$ cat config.mk
export PLATFORM = sky130hd
export DESIGN_NAME = dpl_top
export DESIGN_NICKNAME = d
export VERILOG_FILES = /design/src/rtl/dpl_pkg.sv /design/src/rtl/dpl_top.sv
export SDC_FILE = /design/constraint.sdc
export NUM_CORES = 1
export LEC_CHECK = 0
export BUFFER_PORTS_ARGS = -buffer_cell sky130_fd_sc_hd__buf_4
export CORE_MARGIN = 4
export CORE_UTILIZATION = 45
export CTS_CLUSTER_DIAMETER = 100
export DETAILED_ROUTE_END_ITERATION = 8
export PLACE_DENSITY = 0.62
export RECOVER_POWER = 25
export SLEW_MARGIN = 20
export SYNTH_ARGS = -nofsm -noshare
export SYNTH_HDL_FRONTEND = slang
export SYNTH_SLANG_ARGS = --single-unit
export TNS_END_PERCENT = 30
$ cat constraint.sdc
create_clock -name mclk_i -period 10.66 [get_ports mclk_i]
set_input_delay 3.198 -clock mclk_i [delete_from_list [all_inputs] [get_ports mclk_i]]
set_output_delay 3.198 -clock mclk_i [all_outputs]
set_load 0.05 [all_outputs]
$ cat src/rtl/dpl_pkg.sv
// What this block does
// - Single mode: one channel per sensor, its value used directly.
// - Dual mode: two channels per sensor compared for equivalence or non-equivalence.
// - Check starts on mismatch (equivalent) or match (non-equivalent).
// - Relation still wrong after discrepancy time: flag discrepancy error for the pair.
// - Discrepancy time is configurable, one disc_time shared by every dual pair.
// - A fault passivates the affected channel or all channels.
// - Every new passivation and every bad frame is reported on fault_rpt_o.
// - Passivated output is driven zero instead of the commanded value.
// - Passivated input delivers substitute zero instead of the live value.
// - Per-channel mode: channel fault passivates its channel, module fault all.
// - Cleared channel fault: reintegrate automatically or stay until reinsertion.
// - Each output uses high-side and low-side switch driven together.
// - Active output may get brief test dark periods.
// - Frames carry a CRC, checked before acceptance.
// - Host sign of life is acknowledged within the acknowledgement time.
// - Reintegration happens automatically or after program acknowledgement.
package dpl_pkg;
	// ****************************************
	// Sizes
	// ****************************************
	localparam int NCH = 8;
	localparam int NP = NCH / 2;
	localparam int NOUT = 4;
	localparam int DCNT_W = 16;
	localparam int DARK_W = 8;
	// Pin vector layout after synchronisation.
	localparam int SENS_LSB = 0;
	localparam int CF_LSB = NCH;
	localparam int OF_LSB = 2 * NCH;
	localparam int MF_BIT = 2 * NCH + NOUT;
	localparam int PIN_W = MF_BIT + 1;
	// ****************************************
	// Timing
	// ****************************************
	localparam int CLK_NS = 10;
	localparam int DARK_NS = 1000;
	localparam int DARK_CYC = (DARK_NS / CLK_NS < 1) ? 1 : DARK_NS / CLK_NS;
	localparam logic [DARK_W-1:0] DARK_LOAD = DARK_W'(DARK_CYC);
	// ****************************************
	// Frame check
	// ****************************************
	localparam logic [7:0] CRC_POLY = 8'h07;
	localparam logic [7:0] CRC_INIT = 8'h00;
	typedef enum logic [1:0] {REINT_AUTO, REINT_ACK, REINT_REINSERT} dpl_reint_type;
	typedef struct packed {
		logic [NP-1:0] dual;
		logic [NP-1:0] noneq;
		logic per_chan;
		dpl_reint_type reint;
		logic [DCNT_W-1:0] disc_time;
	} dpl_cfg_type;
	typedef struct packed {
		logic [7:0] sol;
		logic [NOUT-1:0] outs;
		logic [7:0] crc;
	} dpl_rx_type;
	typedef struct packed {
		logic [7:0] sol;
		logic [NCH-1:0] vals;
		logic [7:0] crc;
	} dpl_tx_type;
	typedef struct packed {
		logic [PIN_W-1:0] s1;
		logic [PIN_W-1:0] s2;
		logic [PIN_W-1:0] s3;
		logic [PIN_W-1:0] pin;
		logic [NP-1:0][DCNT_W-1:0] dcnt;
		logic [NP-1:0] derr;
		logic [NCH-1:0] pass;
		logic [NOUT-1:0] opass;
		logic [NOUT-1:0] ocmd;
		logic [NOUT-1:0][DARK_W-1:0] dark;
		logic [NCH-1:0] proc;
		logic [NOUT-1:0] hs;
		logic [NOUT-1:0] ls;
		logic rpt;
		logic crc_err;
		logic tx_vld;
		dpl_tx_type tx;
	} dpl_state_type;
	// Serial CRC-8, most significant bit first.
	function automatic logic [7:0] dpl_crc8(input logic [15:0] d);
		logic [7:0] c;
		c = CRC_INIT;
		for (int i = 15; i >= 0; i--) begin
			c = {c[6:0], 1'b0} ^ ((c[7] ^ d[i]) ? CRC_POLY : 8'h00);
		end
		return c;
	endfunction
endpackage

$ cat src/rtl/dpl_top.sv
`timescale 1ns/1ns
module dpl_top #(
	parameter int NUM_CH = dpl_pkg::NCH,
	parameter int NUM_OUT = dpl_pkg::NOUT
) (
	input wire logic mclk_i,
	input wire logic reset_i,
	input wire logic [dpl_pkg::NCH-1:0] sensor_i,
	input wire logic [dpl_pkg::NCH-1:0] chan_fault_i,
	input wire logic [dpl_pkg::NOUT-1:0] out_fault_i,
	input wire logic module_fault_i,
	input wire logic [dpl_pkg::NOUT-1:0] dark_req_i,
	input wire dpl_pkg::dpl_cfg_type cfg_i,
	input wire logic ack_i,
	input wire logic reinsert_i,
	input wire logic rx_vld_i,
	input wire dpl_pkg::dpl_rx_type rx_i,
	output logic [dpl_pkg::NCH-1:0] proc_o,
	output logic [dpl_pkg::NCH-1:0] pass_o,
	output logic [dpl_pkg::NOUT-1:0] out_pass_o,
	output logic [dpl_pkg::NP-1:0] disc_err_o,
	output logic [dpl_pkg::NOUT-1:0] high_side_switch_o,
	output logic [dpl_pkg::NOUT-1:0] low_side_switch_o,
	output logic fault_rpt_o,
	output logic crc_err_o,
	output logic tx_vld_o,
	output dpl_pkg::dpl_tx_type tx_o
);
	// ****************************************
	// Elaboration check
	// ****************************************
	// The state record is sized by the package, so other sizes cannot be served.
	if (NUM_CH != dpl_pkg::NCH || NUM_OUT != dpl_pkg::NOUT) begin : g_bad
		$error("dpl_top: channel counts must match the package");
	end

	dpl_pkg::dpl_state_type st_r;
	dpl_pkg::dpl_state_type st_nxt;
	logic rx_ok;

	// Frame check on the incoming safety frame.
	assign rx_ok = dpl_pkg::dpl_crc8(16'({rx_i.sol, rx_i.outs})) == rx_i.crc;

	// ****************************************
	// Next state
	// ****************************************
	// One pass computes every field; faults first, then values, then frames.
	always_comb begin
		logic [dpl_pkg::NCH-1:0] chf;
		logic [dpl_pkg::NP-1:0] mis;
		logic any_cf;
		logic any_of;
		logic mod_f;
		logic reint_ok;
		logic on;
		int p;
		chf = '0;
		mis = '0;
		any_cf = 1'b0;
		any_of = 1'b0;
		mod_f = 1'b0;
		reint_ok = 1'b0;
		on = 1'b0;
		p = 0;
		st_nxt = st_r;

		// Pins cross three stages; a level is taken once stages two and three agree.
		st_nxt.s1 = {module_fault_i, out_fault_i, chan_fault_i, sensor_i};
		st_nxt.s2 = st_r.s1;
		st_nxt.s3 = st_r.s2;
		for (int b = 0; b < dpl_pkg::PIN_W; b++) begin
			if (st_r.s2[b] == st_r.s3[b]) begin
				st_nxt.pin[b] = st_r.s3[b];
			end
		end

		// Discrepancy analysis per pair; single pairs never count.
		for (int q = 0; q < dpl_pkg::NP; q++) begin
			if (cfg_i.noneq[q]) begin
				mis[q] = cfg_i.dual[q] & (st_r.pin[2*q] == st_r.pin[2*q+1]);
			end else begin
				mis[q] = cfg_i.dual[q] & (st_r.pin[2*q] != st_r.pin[2*q+1]);
			end
			// Counter saturates at the limit so a long fault cannot wrap it back.
			if (!mis[q]) begin
				st_nxt.dcnt[q] = '0;
			end else if (st_r.dcnt[q] < cfg_i.disc_time) begin
				st_nxt.dcnt[q] = st_r.dcnt[q] + 1'b1;
			end
			st_nxt.derr[q] = mis[q] & (st_nxt.dcnt[q] >= cfg_i.disc_time);
		end

		// Channel faults: wire break or short, plus a discrepancy on the pair.
		for (int c = 0; c < dpl_pkg::NCH; c++) begin
			p = c / 2;
			chf[c] = st_r.pin[dpl_pkg::CF_LSB+c] | st_nxt.derr[p];
		end
		any_cf = |chf;
		any_of = |st_r.pin[dpl_pkg::OF_LSB +: dpl_pkg::NOUT];
		// Without per-channel passivation any fault takes the whole module down.
		mod_f = st_r.pin[dpl_pkg::MF_BIT] | (!cfg_i.per_chan & (any_cf | any_of));

		unique case (cfg_i.reint)
			dpl_pkg::REINT_AUTO: reint_ok = 1'b1;
			dpl_pkg::REINT_ACK: reint_ok = ack_i;
			dpl_pkg::REINT_REINSERT: reint_ok = reinsert_i;
			default: reint_ok = 1'b0;
		endcase

		// A standing fault always wins over a release in the same cycle.
		for (int c = 0; c < dpl_pkg::NCH; c++) begin
			p = c / 2;
			if (chf[c] | mod_f) begin
				st_nxt.pass[c] = 1'b1;
			end else if (reint_ok) begin
				st_nxt.pass[c] = 1'b0;
			end
			// A dual pair reports one sensor function, taken from its first channel.
			if (st_nxt.pass[c]) begin
				st_nxt.proc[c] = 1'b0;
			end else if (cfg_i.dual[p]) begin
				st_nxt.proc[c] = st_r.pin[2*p];
			end else begin
				st_nxt.proc[c] = st_r.pin[dpl_pkg::SENS_LSB+c];
			end
		end

		// Accepted frames update the commanded outputs.
		if (rx_vld_i && rx_ok) begin
			st_nxt.ocmd = rx_i.outs;
		end

		// Outputs: fail-safe zero when passivated, dark periods on request.
		for (int j = 0; j < dpl_pkg::NOUT; j++) begin
			if (st_r.pin[dpl_pkg::OF_LSB+j] | mod_f) begin
				st_nxt.opass[j] = 1'b1;
			end else if (reint_ok) begin
				st_nxt.opass[j] = 1'b0;
			end
			on = st_nxt.ocmd[j] & !st_nxt.opass[j];
			// A dark period is only inserted while the output is really on.
			if (st_r.dark[j] != '0) begin
				st_nxt.dark[j] = st_r.dark[j] - 1'b1;
			end else if (dark_req_i[j] && st_r.hs[j] && on) begin
				st_nxt.dark[j] = dpl_pkg::DARK_LOAD;
			end
			st_nxt.hs[j] = on & (st_nxt.dark[j] == '0);
			st_nxt.ls[j] = on & (st_nxt.dark[j] == '0);
		end

		// Answer frame echoes the sign of life one cycle after a good frame.
		st_nxt.tx_vld = rx_vld_i & rx_ok;
		st_nxt.crc_err = rx_vld_i & !rx_ok;
		if (rx_vld_i && rx_ok) begin
			st_nxt.tx.sol = rx_i.sol;
			st_nxt.tx.vals = st_nxt.proc;
			st_nxt.tx.crc = dpl_pkg::dpl_crc8({rx_i.sol, st_nxt.proc});
		end

		// Report pulse on every new passivation and every bad frame.
		st_nxt.rpt = (|(st_nxt.pass & ~st_r.pass)) | (|(st_nxt.opass & ~st_r.opass))
			| st_nxt.crc_err;
	end

	// ****************************************
	// State register
	// ****************************************
	always_ff @(posedge mclk_i) begin
		if (reset_i) begin
			st_r <= '0;
		end else begin
			st_r <= st_nxt;
		end
	end

	assign proc_o = st_r.proc;
	assign pass_o = st_r.pass;
	assign out_pass_o = st_r.opass;
	assign disc_err_o = st_r.derr;
	assign high_side_switch_o = st_r.hs;
	assign low_side_switch_o = st_r.ls;
	assign fault_rpt_o = st_r.rpt;
	assign crc_err_o = st_r.crc_err;
	assign tx_vld_o = st_r.tx_vld;
	assign tx_o = st_r.tx;
endmodule // dpl_top

## Word level (Yosys, flattened, before mapping)

Cells that the tools add are included.

- Flip-flop bits (word level): 239
- Input bits: 77
- Output and inout port bits: 59
- Word-level logic and storage cells: 287

- $add $sub $neg: 8
- Order comparisons: 8
- Eq/ne operators: 32
- Muxes and demuxes: 78
- Bitwise logic cells: 89
- Reduce and logical (&&, ||, !) cells: 28

Operator list:

| cell | count |
|---|---|
| 16-bit 2-to-1 mux | 8 |
| 8-bit by 3-bit bitwise XOR with 8-bit output | 15 |
| 16-bit by 1-bit adder with 16-bit output (second input constant) | 4 |
| 16-bit greater-or-equal comparator | 4 |
| 16-bit < comparator | 4 |
| 8-bit 2-to-1 mux | 8 |
| 3-bit 2-to-1 mux | 20 |
| 1-bit 2-to-1 mux | 40 |
| 8-bit zero test | 4 |
| 8-bit nonzero test | 4 |
| 8-bit by 1-bit subtractor with 8-bit output (second input constant) | 4 |
| 1-bit == test | 25 |
| 1-bit bitwise OR | 24 |
| 1-bit AND | 23 |
| 8-bit OR reduction | 2 |
| 1-bit bitwise XOR | 14 |
| 1-bit logical AND | 9 |
| 8-bit AND | 1 |
| 8-bit == test | 1 |
| 8-bit inverter | 1 |
| 4-bit OR reduction | 2 |
| 7-bit by 3-bit bitwise XOR with 7-bit output | 1 |
| 1-bit zero test | 6 |
| 6-bit by 3-bit bitwise XOR with 6-bit output | 1 |
| 11 further kinds | 18 |

## Logic depth before layout (Yosys ltp)

- Word-level depth: 38
- Mapped depth: 26
- Mapped depth without buffers: 23

## Worst setup path after synthesis

Ideal clock, no wire load.

- Kind: input port to flip-flop
- From: in cfg_i[1] (netlist name)
- To: reg st_r (netlist bit tx_o[0])
- Library setup time: 0.128 ns
- Arrival: 8.334 ns
- Slack: 2.199 ns
- Cell stages on the path: 23
- Cell sequence: inv_1 > ha_1 > a21o_1 > a21o_1 > a21o_1 > a21o_1 > a21o_1 > a211o_1 > a2111oi_0 > or4b_1 > a21oi_1 > ha_1 > nand4_1 > nor4_1 > a2111oi_0 > a2bb2oi_1 > o41ai_2 > buf_4 > nand4_1 > xor2_1 > xnor3_1 > mux2i_1 > nor2_1

RTL lines:

| item | line | RTL |
|---|---|---|
| start: declaration | dpl_top.sv:13 | `input wire dpl_pkg::dpl_cfg_type cfg_i,` |
| end signal: assignment | dpl_top.sv:172 | `st_r <= st_nxt;` |
| end: declaration | dpl_top.sv:37 | `dpl_pkg::dpl_state_type st_r;` |

==> metrics.yaml <==
detailed_routing:
  detail-route-antenna-nets: 0
  drtIter0Drc: 760
  via_per_inst: 5.51
  wl_um: 36500
  post_drt_wl_per_cell_um: 17.3
  vias: 11611
  drc: 0
  firstDrtPassIters: 5
cts:
  cts_htree_levels: 1
  clockBufferDepth: 3
  insertion_delay_ps: 540
  cts_setup_buffers: 0
  cts_hold_buf: 0
  cts_buffers: 28
  cts_sinks: 239
  cts-resized-gates: 0
  clk_pin_slew_worst_paths_ps: 60
  cts_tree: "done"
  clock_tree.root_cell: "clkbuf_16"
worst_setup_path:
  cp_max_fo: 17
  critPathTopFamily: "compound AO/OA/AOI/OAI gates"
  cp-start-kind: "input port"
  cp_common_cell: "a21o_1"
  critPathArrivalTime_ps: 9840
  crit_type: "input port to flop"
  worstPathCellList: "buf_4 -> inv_1 -> ha_1 -> a21o_1 -> a21o_1 -> a21o_1 -> a21o_1 -> a21o_1 -> a211o_1 -> a2111oi_0 -> or4b_1 -> a21oi_1 -> ha_1 -> nand4_1 -> nor4_1 -> a2111oi_0 -> a2bb2oi_1 -> o41ai_4 -> nand4_1 -> xor2_1 -> xnor3_1 -> mux2i_1 -> nor2_1"
  critPathBufInv: 2
  cpMaxStageDelayCell: "o41ai_4"
  cp.required_ps: 10920
  cpPeakStageDelay_ps: 740
  end_kind: "flop"
die:
  core_area_um2: 30000
  die_area_um2: 33600
  die_h_um: 183
  num_io_pins: 136
  die_w_um: 183
  fp-row-count: 63
  start_util_pct: 46.1
grt:
  grt_pass1_wl_um: 57900
  grt_pass1_vias: 10900
  grt_overflow: 0
  antenna_found_initial: 1
  grt_use_met2_pct: 35.7
  track_usage_pct: 21.1
  grt_use_met3_pct: 3.51
  use_met1_pct: 28.0
  grt_max_degree: 95
  busiest_layer: "met2"
finish:
  utilization_pct: 52.1
  fill_cells: 2856
  final_common_cell: "dfxtp_1"
  stdcell_count: 2108
  drive_above_1_share_pct: 10.0
  postLayoutCellArea_um2: 15600
  area_growth_pct: 13.0
  layout_common_cells: "dfxtp_1, nor2_1, a21oi_1, ha_1, nand2_1"
  nets: 1912
timing:
  finalHoldViolCount: 0
  clock.fmax_ghz: 0.104
  tightest_slew_ps: 4270
  fin_skew_ps: 14.2
  hold-worst-slack_ps: 434
  rsz0062_at_grt: "no"
  fin_tns_setup_ps: 0
  relSlewSlack_pct: -185
  setup_viol: 0
  setup_slack_ps: 1090
  drv_slew: 181
  min_period_over_period_pct: 89.8
  post-route-min-period_ps: 9570
placed_design:
  place_congestion: 0.902
  dp.cells: 2059
  pre_cts_ws_ps: 808
  dp_hpwl_um: 27000
  dpl_cell_area_um2: 14800
  portBuffers: 135
pwr:
  powerDensity_nw_per_um2: 172
  p_seq_share_pct: 38.3
  p_sw_share_pct: 30.4
  ir_worst_vdd_uv: 156
  leakage_nw: 6.44
  finalPower_mw: 2.68
  power_frac_comb_pct: 22.9
  p_int_mw: 1.87
  p_clk_share_pct: 38.8
  switchingPower_mw: 0.815
yosys:
  synth-async-reset-ratio_pct: 0
  synth_ff_type: "dfxtp_1"
  avgSynthCellArea_um2: 8.44
  ys_seq_area_share_pct: 34.6
  synth_cell_types: 65
  yosys_warnings: 0
  ys_ff_latch: 239
  synth_edf_count: 0
  synth_fp_nets: 1851
  netlist_area_um2: 13800
  syn_inst: 1638
min_path:
  hp-class: "flop to flop"
run_status:
  violations: "max-capacitance violations, max-slew violations"
  status: "finished, violations left"
flow_run:
  max_cap_violations: 2
## final timing paths
kind / startpoint / to / slack, ps / depth (start not counted)
min reg2reg: st_nxt[221] / st_nxt[200] / 430 / 1
max: cfg_i[1] / tx_o[0] / 1090 / 23
min: st_nxt[221] / st_nxt[200] / 430 / 1
max reg2reg: st_r[96] / tx_o[0] / 3840 / 21
## cell usage after synthesis (4+ instances only)
cell / n / area share, %
and3_1: 14 / 0.63
a211oi_1: 31 / 1.7
nor3_1: 23 / 0.83
xnor2_1: 67 / 4.2
o22ai_1: 4 / 0.18
ha_1: 136 / 12
inv_1: 58 / 1.6
dfxtp_1: 239 / 35
xor2_1: 31 / 2.0
o31ai_1: 10 / 0.54
or2_2: 6 / 0.27
nand4_1: 42 / 1.9
nand2_1: 119 / 3.2
nand2b_1: 17 / 0.77
a31oi_1: 16 / 0.72
mux2i_1: 20 / 1.4
clkbuf_1: 51 / 1.4
a21o_1: 34 / 1.8
nand3b_1: 6 / 0.33
or3_1: 22 / 1.0
o21ai_0: 64 / 2.3
or4_1: 8 / 0.43
nor2_1: 189 / 5.1
nor2b_1: 73 / 3.3
and2_1: 12 / 0.54
nor4_1: 8 / 0.36
buf_4: 57 / 3.1
nand3_1: 36 / 1.3
and4_1: 5 / 0.32
a21oi_1: 149 / 5.4
a2111oi_0: 18 / 1.1
mux2_2: 6 / 0.49
a21boi_0: 5 / 0.27
o2111ai_1: 4 / 0.25
## flip-flops by register name, indices dropped and copies added (netlist names)
name and cells:
disc_err_o 4, crc_err_o 1, st_r 142, low_side_switch_o 4, st_nxt 42, fault_rpt_o 1
pass_o 8, tx_vld_o 1, tx_o 24, proc_o 8, out_pass_o 4
## layer usage
| metal | vias to the layer above | part of all wire, % |
|---|---|---|
| met2 | 284 | 47 |
| li1 | 5853 | - |
| met5 | - | 0 |
| met1 | 5408 | 45 |
| met3 | 66 | 5.5 |
| met4 | 0 | 2.5 |
## kinds of logic (layout without fill, tap and decap cells)
kind of cell             count (synthesis)  after routing  share of synthesized area, %
AO/OA/AOI/OAI                          363            363                          16.3
AND/OR/NAND/NOR                        599            599                          21.7
buffers and inverters                  172            251                          6.25
flip-flops                             239            239                          34.6
XOR/XNOR                               103            103                          6.99
adder cells (fa/ha/maj)                136            136                          12.3
multiplexers                            26             26                          1.94
other                                    0              1                             0
## power groups by stage
stage                     clock network, mW  registers (mW)  logic [mW]
after CTS                              1.06            1.02       0.611
after global placement                    0            1.04       0.599
final                                  1.04            1.03       0.615
after global routing                   1.10            1.04       0.701
after detailed placement                  0            1.04       0.607
after floorplan                           0            1.02       0.484
## cell type report
type / instances / area (um2) / share of cell area [%]
diodes: 1 / 2.50 / 0.0160
clock buffers: 32 / 757 / 4.85
clock inverters: 16 / 248 / 1.59
inverters: 58 / 218 / 1.39
multi-input cells: 1227 / 8190 / 52.4
flip-flops and latches: 239 / 4780 / 30.6
well taps: 390 / 488 / 3.12
repair buffers: 145 / 935 / 5.98
Note: power is estimated with default switching activity, not from simulation.
